### config.mk
export PLATFORM = sky130hd
export DESIGN_NAME = phrp_host
export DESIGN_NICKNAME = d
export VERILOG_FILES = /design/src/phrp_pkg.sv /design/src/phrp_timer.sv /design/src/phrp_host.sv
export SDC_FILE = /design/constraint.sdc
export NUM_CORES = 1
export LEC_CHECK = 0
export BUFFER_PORTS_ARGS = -buffer_cell sky130_fd_sc_hd__buf_2
export CAP_MARGIN = 0
export CORE_AREA = 2 2 99 101
export CTS_CLUSTER_DIAMETER = 40
export DETAILED_ROUTE_END_ITERATION = 10
export DIE_AREA = 0 0 101 103
export PLACE_DENSITY = 0.54
export SKIP_CTS_REPAIR_TIMING = 1
export SLEW_MARGIN = 25
export SYNTH_ARGS = -nofsm -noshare
export SYNTH_HDL_FRONTEND = slang
export SYNTH_SLANG_ARGS = --single-unit
### constraint.sdc
create_clock -name clk -period 2.5 [get_ports clk]
set_input_delay 0.25 -clock clk [delete_from_list [all_inputs] [get_ports clk]]
set_output_delay 0.25 -clock clk [all_outputs]
set_load 0.1 [all_outputs]
### src/phrp_pkg.sv
// Constants and types for the parallel host register port controller
package phrp_pkg;
    localparam int T_CLK_NS = 40;
    localparam int T_STROBE_ACT_NS = 40;
    localparam int T_STROBE_INACT_NS = 40;
    localparam int T_WR_SPACE_NS = 120;
    localparam int T_READBACK_NS = 120;
    localparam int T_RDY_MAX_NS = 90;
    localparam int SYNC_STAGES = 2;

    localparam logic [3:0] STROBE_CYC = 4'((T_STROBE_ACT_NS + T_CLK_NS - 1) / T_CLK_NS);
    localparam logic [3:0] GAP_CYC = 4'((T_STROBE_INACT_NS + T_CLK_NS - 1) / T_CLK_NS);
    localparam logic [3:0] WR_GAP_CYC = 4'(((T_WR_SPACE_NS > T_READBACK_NS ? T_WR_SPACE_NS : T_READBACK_NS)
                                          + T_CLK_NS - 1) / T_CLK_NS);
    localparam logic [3:0] RDY_MIN_CYC = 4'(STROBE_CYC + SYNC_STAGES);
    localparam logic [3:0] RDY_TIMEOUT_CYC = 4'(T_RDY_MAX_NS / T_CLK_NS + 2 * SYNC_STAGES);

    localparam logic [7:0] UNLOCK_VAL = 8'h95;
    localparam logic [6:0] WP_REG_ADDR = 7'h00;

    typedef enum logic [2:0] {
        ST_IDLE,
        ST_ADDR,
        ST_LATCH,
        ST_STROBE,
        ST_RELEASE,
        ST_GAP
    } phrp_state_t;

    typedef struct packed {
        logic write;
        logic protect;
        logic [6:0] addr;
        logic [7:0] wdata;
    } phrp_cmd_t;

    typedef struct packed {
        logic cs_n;
        logic rd_strobe_n;
        logic wr_rw;
        logic ale;
        logic [7:0] ad_o;
        logic ad_oe;
        logic [6:0] addr;
    } phrp_pins_t;
endpackage

### src/phrp_timer.sv
// Loadable down counter for strobe and gap timing
`timescale 1ns/100ps
module phrp_timer (
    input wire logic clk,
    input wire logic srst,
    input wire logic load,
    input wire logic [3:0] count,
    output logic [3:0] remaining,
    output logic done
);
    always_ff @(posedge clk) begin
        if (srst) begin
            remaining <= 4'h0;
        end else if (load) begin
            remaining <= count;
        end else if (remaining != 4'h0) begin
            remaining <= remaining - 4'h1;
        end
    end

    assign done = (remaining == 4'h0);
endmodule // phrp_timer

### src/phrp_host.sv
// Host controller driving the parallel register port of the device
`timescale 1ns/100ps
module phrp_host
    import phrp_pkg::*;
(
    input wire logic clk,
    input wire logic srst,
    input wire logic cfg_bus_style,
    input wire logic cfg_addr_mux,
    input wire logic cmd_valid,
    input wire phrp_cmd_t cmd,
    output logic cmd_ready,
    output logic rsp_valid,
    output logic [7:0] rsp_rdata,
    output logic rsp_timeout,
    output logic bus_style_select,
    output logic address_mux_select,
    output phrp_pins_t pins,
    input wire logic [7:0] ad_i,
    input wire logic rdy_i
);
    phrp_state_t state;
    phrp_state_t next_state;
    phrp_cmd_t cur;
    phrp_cmd_t next_cur;
    phrp_pins_t next_pins;
    logic unlock_phase;
    logic next_unlock;
    logic [7:0] ad_s1;
    logic [7:0] ad_s2;
    logic rdy_s1;
    logic rdy_s2;
    logic [3:0] remaining;
    logic t_done;

    // Pins arrive from another chip, so both pass two flops
    always_ff @(posedge clk) begin
        if (srst) begin
            ad_s1 <= 8'h00;
            ad_s2 <= 8'h00;
            rdy_s1 <= 1'b0;
            rdy_s2 <= 1'b0;
        end else begin
            ad_s1 <= ad_i;
            ad_s2 <= ad_s1;
            rdy_s1 <= rdy_i;
            rdy_s2 <= rdy_s1;
        end
    end

    wire fire = (state == ST_IDLE) && cmd_valid && cmd_ready;
    wire next_style = fire ? cfg_bus_style : bus_style_select;
    wire next_sep_addr = fire ? cfg_addr_mux : address_mux_select;
    // Ready seen too early may be a stale level from the previous access
    wire rdy_ok = rdy_s2 && (remaining <= RDY_TIMEOUT_CYC - RDY_MIN_CYC);
    wire strobe_end = (state == ST_STROBE) && (rdy_ok || t_done);
    wire enter_strobe = (next_state == ST_STROBE) && (state != ST_STROBE);
    wire enter_release = (next_state == ST_RELEASE);

    always_comb begin
        next_state = state;
        next_cur = cur;
        next_unlock = unlock_phase;
        unique case (state)
            ST_IDLE: begin
                if (fire) begin
                    next_cur = cmd;
                    next_unlock = cmd.write && cmd.protect;
                    next_state = ST_ADDR;
                end
            end
            ST_ADDR: begin
                next_state = address_mux_select ? ST_STROBE : ST_LATCH;
            end
            ST_LATCH: begin
                next_state = ST_STROBE;
            end
            ST_STROBE: begin
                if (strobe_end) begin
                    next_state = ST_RELEASE;
                end
            end
            ST_RELEASE: begin
                next_state = ST_GAP;
            end
            ST_GAP: begin
                if (t_done) begin
                    next_state = unlock_phase ? ST_ADDR : ST_IDLE;
                    next_unlock = 1'b0;
                end
            end
        endcase
    end

    // Selection of what the current bus cycle carries
    wire op_write = next_unlock || next_cur.write;
    wire [6:0] op_addr = next_unlock ? WP_REG_ADDR : next_cur.addr;
    wire [7:0] op_data = next_unlock ? UNLOCK_VAL : next_cur.wdata;
    wire s_active = (next_state == ST_STROBE);
    wire s_addr_phase = (next_state == ST_ADDR) || (next_state == ST_LATCH);
    wire s_data_phase = s_active || (next_state == ST_RELEASE);
    wire s_xfer = s_addr_phase || s_data_phase;

    always_comb begin
        next_pins.cs_n = !s_active;
        if (next_style) begin
            next_pins.rd_strobe_n = !s_active;
            next_pins.wr_rw = s_xfer ? !op_write : 1'b1;
        end else begin
            next_pins.rd_strobe_n = !(s_active && !op_write);
            next_pins.wr_rw = !(s_active && op_write);
        end
        next_pins.ale = !next_sep_addr && (next_state == ST_ADDR);
        next_pins.ad_oe = (!next_sep_addr && s_addr_phase) || (s_data_phase && op_write);
        next_pins.ad_o = s_addr_phase ? {1'b0, op_addr} : op_data;
        next_pins.addr = op_addr;
    end

    phrp_timer u_timer (
        .clk(clk),
        .srst(srst),
        .load(enter_strobe || enter_release),
        .count(enter_strobe ? RDY_TIMEOUT_CYC : (op_write ? WR_GAP_CYC : GAP_CYC)),
        .remaining(remaining),
        .done(t_done)
    );

    always_ff @(posedge clk) begin
        if (srst) begin
            state <= ST_IDLE;
            cur <= '0;
            unlock_phase <= 1'b0;
            pins <= '{cs_n: 1'b1, rd_strobe_n: 1'b1, wr_rw: 1'b1, ale: 1'b0, ad_o: 8'h00, ad_oe: 1'b0, addr: 7'h00};
            cmd_ready <= 1'b0;
            bus_style_select <= 1'b0;
            address_mux_select <= 1'b0;
        end else begin
            state <= next_state;
            cur <= next_cur;
            unlock_phase <= next_unlock;
            pins <= next_pins;
            cmd_ready <= (next_state == ST_IDLE);
            bus_style_select <= next_style;
            address_mux_select <= next_sep_addr;
        end
    end

    always_ff @(posedge clk) begin
        if (srst) begin
            rsp_valid <= 1'b0;
            rsp_rdata <= 8'h00;
            rsp_timeout <= 1'b0;
        end else begin
            rsp_valid <= strobe_end && !unlock_phase;
            // Timeout of the hidden unlock cycle is not reported on its own
            rsp_timeout <= strobe_end && !rdy_ok && !unlock_phase;
            if (strobe_end && !cur.write) begin
                rsp_rdata <= ad_s2;
            end
        end
    end

    // Helper: the last strobe belonged to a write
    logic last_wr;
    always_ff @(posedge clk) begin
        if (srst) begin
            last_wr <= 1'b0;
        end else if (!pins.cs_n) begin
            last_wr <= bus_style_select ? !pins.wr_rw : !pins.wr_rw;
        end
    end
endmodule // phrp_host

Yosys cells after proc, flatten, opt, wreduce, memory -nomap -nowiden. Index checks and enable logic that the tools add are counted.

Add/sub/neg operators: 1. Magnitude comparators: 1. Eq/ne operators: 10. Muxes and demuxes: 22. Reduce and logical (&&, ||, !) cells: 37.

Operator list (count): $mux 17 (2); $pmux 3 s6 (1); $logic_and 1x1->1 (15); $mux 7 (2); $eq 3x2->1 const B (4); $mux 3 (4); $eq 3x3->1 const B (3); $logic_not 1->1 (8); $mux 4 (2); $mux 8 (1); $logic_or 1x1->1 (7); $mux 1 (7); $eq 3x1->1 const B (2); $logic_not 3->1 (2); $le 4x2->1 const B (1); $logic_not 4->1 (1); $mux 2 (2); $reduce_bool 4->1 (1); $sub 4x1->4 const B (1); $ne 3x2->1 const B (1); $pmux 1 s2 (1); $reduce_and 2->1 (1); $reduce_bool 2->1 (1); $reduce_or 2->1 (1).

Register bits: 76. Input port bits: 31. Output and inout port bits: 33.

Depth between registers and ports, before layout.
Word-level depth: 11. Mapped depth: 9. Mapped depth without buffers: 7.

Hierarchy. A second synthesis with hierarchy kept.

Cell total of the unflattened synthesis: 275. Area, all modules: 2778.9 µm².

Modules (own cells, without submodules): phrp_host (instances 1, cells each 251, area an instance 2549.9 µm², seq. area each 1421.4 µm²); phrp_timer (instances 1, cells each 24, area an instance 229.0 µm², seq. area each 80.1 µm²).

Worst setup path after synthesis. No wires, ideal clock.

Path kind: reg2reg. From: reg cmd_ready. To: reg pins[17] (netlist name). Setup time: 0.134 ns. Arrival time: 2.358 ns. Required time: 2.366 ns. Slack: 0.008 ns. Cell stages (with the launch flop): 6. Path buffers: 0. Period minus slack after synthesis: 2.492 ns. Cell sequence: dfxtp_1 -> nand4bb_1 -> nor2_1 -> or3_1 -> nand2_1 -> or4_1.

Cells in the longest elaborated chain, start to end: 8.

RTL lines: start, declared (RTL line phrp_host.sv:12) `output logic cmd_ready,`; start signal, assigned (RTL line phrp_host.sv:142) `cmd_ready <= (next_state == ST_IDLE);`; $logic_and 1x1->1 (*) (RTL line phrp_host.sv:51) `wire fire = (state == ST_IDLE) && cmd_valid && cmd_ready;`; $mux 3 (RTL line phrp_host.sv:66) `if (fire) begin`; $pmux 3 s6 (RTL line phrp_host.sv:64) `unique case (state)`; $eq 3x1->1 (tied with other cells) (RTL line phrp_host.sv:100) `wire s_addr_phase = (next_state == ST_ADDR) || (next_state == ST_LATCH);`; $logic_or 1x1->1, on equally long branches (RTL line phrp_host.sv:100, phrp_host.sv:101); $logic_or 1x1->1 (RTL line phrp_host.sv:102) `wire s_xfer = s_addr_phase || s_data_phase;`; $mux 1 (RTL line phrp_host.sv:108) `next_pins.wr_rw = s_xfer ? !op_write : 1'b1;`; $mux 2 (*) (RTL line phrp_host.sv:106) `if (next_style) begin`; end signal, assigned (RTL line phrp_host.sv:133) `pins <= '{cs_n: 1'b1, rd_strobe_n: 1'b1, wr_rw: 1'b1, ale: 1'b0, ad_o: 8'h00, ad_oe: 1'b0, addr: 7'h00};`; end signal, assigned (RTL line phrp_host.sv:141) `pins <= next_pins;`; end, declared (RTL line phrp_host.sv:18) `output phrp_pins_t pins,`.

Mark *: on every way between the ends. The rest lies on a longest branch, timed or not. A chain may end at the register's enable or synchronous reset.

Final worst setup path.
From: reg u_timer.remaining[0]. To: reg pins[13] (netlist name).

Cells in the longest elaborated chain, start to end: 9.

RTL lines: start, declared (RTL line phrp_timer.sv:8) `output logic [3:0] remaining,`; start signal, assigned (RTL line phrp_timer.sv:15) `remaining <= count;`; start signal, assigned (RTL line phrp_timer.sv:17) `remaining <= remaining - 4'h1;`; $le 4x2->1 (RTL line phrp_host.sv:55) `wire rdy_ok = rdy_s2 && (remaining <= RDY_TIMEOUT_CYC - RDY_MIN_CYC);`; $logic_and 1x1->1 (RTL line phrp_host.sv:55); $logic_or 1x1->1 (RTL line phrp_host.sv:56) `wire strobe_end = (state == ST_STROBE) && (rdy_ok || t_done);`; $logic_and 1x1->1 (RTL line phrp_host.sv:56); $mux 3 (RTL line phrp_host.sv:79) `if (strobe_end) begin`; $pmux 3 s6 (RTL line phrp_host.sv:64); $eq 3x1->1 or $eq 3x2->1 (tied branches) (RTL line phrp_host.sv:100); $logic_or 1x1->1 (RTL line phrp_host.sv:100); $mux 7 (*) (RTL line phrp_host.sv:115) `next_pins.ad_o = s_addr_phase ? {1'b0, op_addr} : op_data;`.

Marks and branches as above.

==> results by group <==
Power and ir drop
  • Comb pwr share: 39.0%
  • Seq pwr share: 37.4%
  • Total power draw: 3990 uW
  • Peak supply drop: 0.000551 V
  • Switching share of total power: 42.0%
  • Clock share of power: 23.6%
  • PwrDens: 1170 nW/um^2
  • P_leak: 0.00145 uW
  • Internal power: 2310 uW
  • Switching pwr: 1670 uW

Synth
  • Post-Synthesis Net Count: 323
  • Sequential-to-total area share from yosys stat: 54.4%
  • Post-synth cell types: 46
  • Synth Instances: 291
  • Leading area contributor after synthesis: dfxtp_1
  • Ys async rst share: 0%
  • Synth top cells by count: 75 x dfxtp_1, 32 x nand2_1, 27 x a21oi_1, 21 x nor2_1, 19 x nor2b_1
  • Post-synth EDFFs: 0
  • Seq cells post-synth: 75
  • Mapped cell area: 2760 um^2
  • Top cells by area, synth: dfxtp_1 54%, a21oi_1 4.9%, nand2_1 4.3%, nor2b_1 4.3%, mux2i_1 2.9%
  • Yosys warns: 0
  • Syn avg cell area: 9.49 um^2
  • Most used flip-flop cell after synthesis: dfxtp_1
  • Most common cell in the netlist: dfxtp_1
  • Synth top area share: 54.4%

Timing
  • Final Skew: 5.64 ps
  • RSZ-0062 raised after global routing: false
  • Fmax: 427 MHz
  • Final min period: 2340 ps
  • Final setup viols: 0
  • Slew HR: 60.9%
  • Final hold vios: 0
  • Final TNS setup: 0 ps
  • Slew Limit Fails: 0
  • Worst Max-Slew Pin Slew: 584 ps
  • Period Utilization, post-route: 93.7%

Status
  • Outcome: completed

Placed design
  • Port Buffer Count: 63
  • Gpl congestion: 0.817
  • Detail Placement HPWL: 4380 um
  • Post-Place Cells: 458
  • Placed standard-cell area: 3210 um^2

Clock network
  • CTS buffer count: 9
  • CTS tree: built
  • Clock sinks: 75
  • Root Buffer: clkbuf_8
  • Clk_lat worst skew: 340 ps
  • Htree depth: 3
  • Clock slew at reported path FFs: 70 ps
  • Max Root-Sink Buffers: 2

Route
  • Pre-antenna DRT Iters: 4
  • Number of remaining DRC errors: 0
  • Via density: 4.76
  • DRT iter0 DRCs: 115
  • Routed WL: 6200 um
  • Top layer in use: met4
  • Vias: 2,253
  • DR WL met2: 3010 um
  • DR WL/cell: 13.1 um
  • Wire length on met1: 2760 um
  • DRT antenna net count: 0
  • Met3 wire len: 355 um

Setup path
  • Critical path type: register to register
  • Crit-path max FO: 9
  • Reg-to-reg endpoint: pins[13]
  • CP max-delay cell: or3b_1
  • Startpoint class of the critical path: register
  • R2R Path Start: u_timer.remaining[0]
  • Crit path max-delay family: compound AO/OA/AOI/OAI gates
  • Buf/Inv on CP: 1
  • CP endpoint kind: register
  • WP data required: 2730 ps
  • Reg2Reg Setup Slack: 160 ps
  • Max stage delay on crit path: 490 ps
  • Critical path data arrival time: 2570 ps
  • Crit path cell chain: inv_1 -> ha_1 -> or3b_1 -> o31a_1 -> and2_4 -> a31o_4 -> a2111oi_2
  • R2R cell count: 7

Finish
  • Share of layout cells above drive strength 1: 28.4%
  • Area occupied by multi-input gates: 1170 um^2
  • Finished Layout Cells: 473
  • Layout Nets: 387
  • # fillers: 1,026
  • FF+latch area: 1500 um^2
  • Util after Layout: 36.1%
  • Fin area: 3410 um^2
  • Ant. Diodes: 0
  • Area grow syn2layout: 23.6%

GRT
  • Largest net degree at the start of global routing: 31
  • Global-route wire length before repair: 9870 um
  • Grt total ovfl: 0
  • Vias in the first global route: 2,087
  • Antenna violations before repair: 0
  • All-Layer GR Usage: 12.3%

Floorplan
  • Top-Level Pins: 64
  • Die area: 10,400 um^2
  • Die Y: 103 um
  • Initial core utilization: 29.2%
  • Core area: 9460 um^2
  • Die width: 101 um
  • Row cnt: 36

Min path
  • Worst hold path stage count: 2
  • Hold EP: ad_s1[3]
  • Worst Hold Launch: ad_i[3]
  • HP Class: primary input to register

Run
  • Max-Cap Viols: 0
==> worst reg2reg max path, delay by kind of cell, from the launching register on <==
family	cells	cell delay, ps
AND/OR/NAND/NOR	2	680
buffers and inverters	1	90
adder cells (fa/ha/maj)	1	220
AO/OA/AOI/OAI	3	930
flip-flops	1	310
==> per-stage QoR <==
stage	worst slack, ps	hold slack [ps]
2_1_floorplan	7.93	378
3_3_place_gp	271	418
3_5_place_dp	163	424
4_1_cts	146	94.9
5_1_grt	16.8	96.4
6_report	158	117
==> state kept, by name (all words and copies together) (netlist names) <==
name	count
ad_s1	8
ad_s2	8
address_mux_select	1
bus_style_select	1
cmd_ready	1
cur	16
pins	20
rdy_s1	1
rdy_s2	1
rsp_rdata	8
rsp_timeout	1
rsp_valid	1
state	3
u_timer.remaining	4
unlock_phase	1
==> placed cells by master, fill, tap and decap left out, types with 4 or more instances in the layout <==
master     count
buf_4          9
a31o_2         4
nor2_1        21
a2111oi_2      4
clkbuf_8      11
nor3_1        14
a21oi_1       27
mux2i_1        8
dfxtp_1       75
o21ai_0       13
nand2_1       32
and2_1         4
nor2b_1       19
buf_2         63
inv_1          5
==> metal layers <==
layer	track usage [%]	vias up
li1	-	1140
met1	15.2	1055
met2	19.4	51
met3	4.75	7
met4	4.68	0
met5	0	-
==> worst max-delay path by stage <==
stage                               startpoint        to  depth (start not counted)
after floorplan                      cmd_ready  pins[17]                          5
after CTS                 u_timer.remaining[0]  pins[13]                          7
after global placement    u_timer.remaining[0]  pins[13]                          7
after detailed placement  u_timer.remaining[0]  pins[13]                          7
after global routing      u_timer.remaining[0]  pins[13]                          7
final                     u_timer.remaining[0]  pins[13]                          7
==> cells by family (layout without fill, tap and decap cells) <==
family	after synthesis	count (layout)	synth area share, %
and+or+nand+nor	111	111	20.4
buffers and inverters	24	92	3.40
DFF	75	75	54.4
adders and majority gates	1	1	0.453
muxes	10	10	3.72
xor gates and xnor gates	1	1	0.317
AOI/OAI and AO/OA	69	69	17.3
==> power groups by stage <==
stage	logic, uW	clock network, uW	registers [uW]
after floorplan	716	0	2070
after global placement	1550	0	1520
after detailed placement	1560	0	1520
after CTS	1560	974	1490
after global routing	1670	1020	1510
final	1550	941	1490
==> area by class of cell <==
cell class / count / area share, %
Multi-Input combinational cell: 192 / 34.2
Timing Repair Buffer: 72 / 11.2
Sequential cell: 75 / 44.0
Clock buffer: 11 / 4.44
Clock inverter: 4 / 1.47
Inverter: 5 / 0.550
Tap cell: 114 / 4.18
Power figures use the tool's default switching activity.
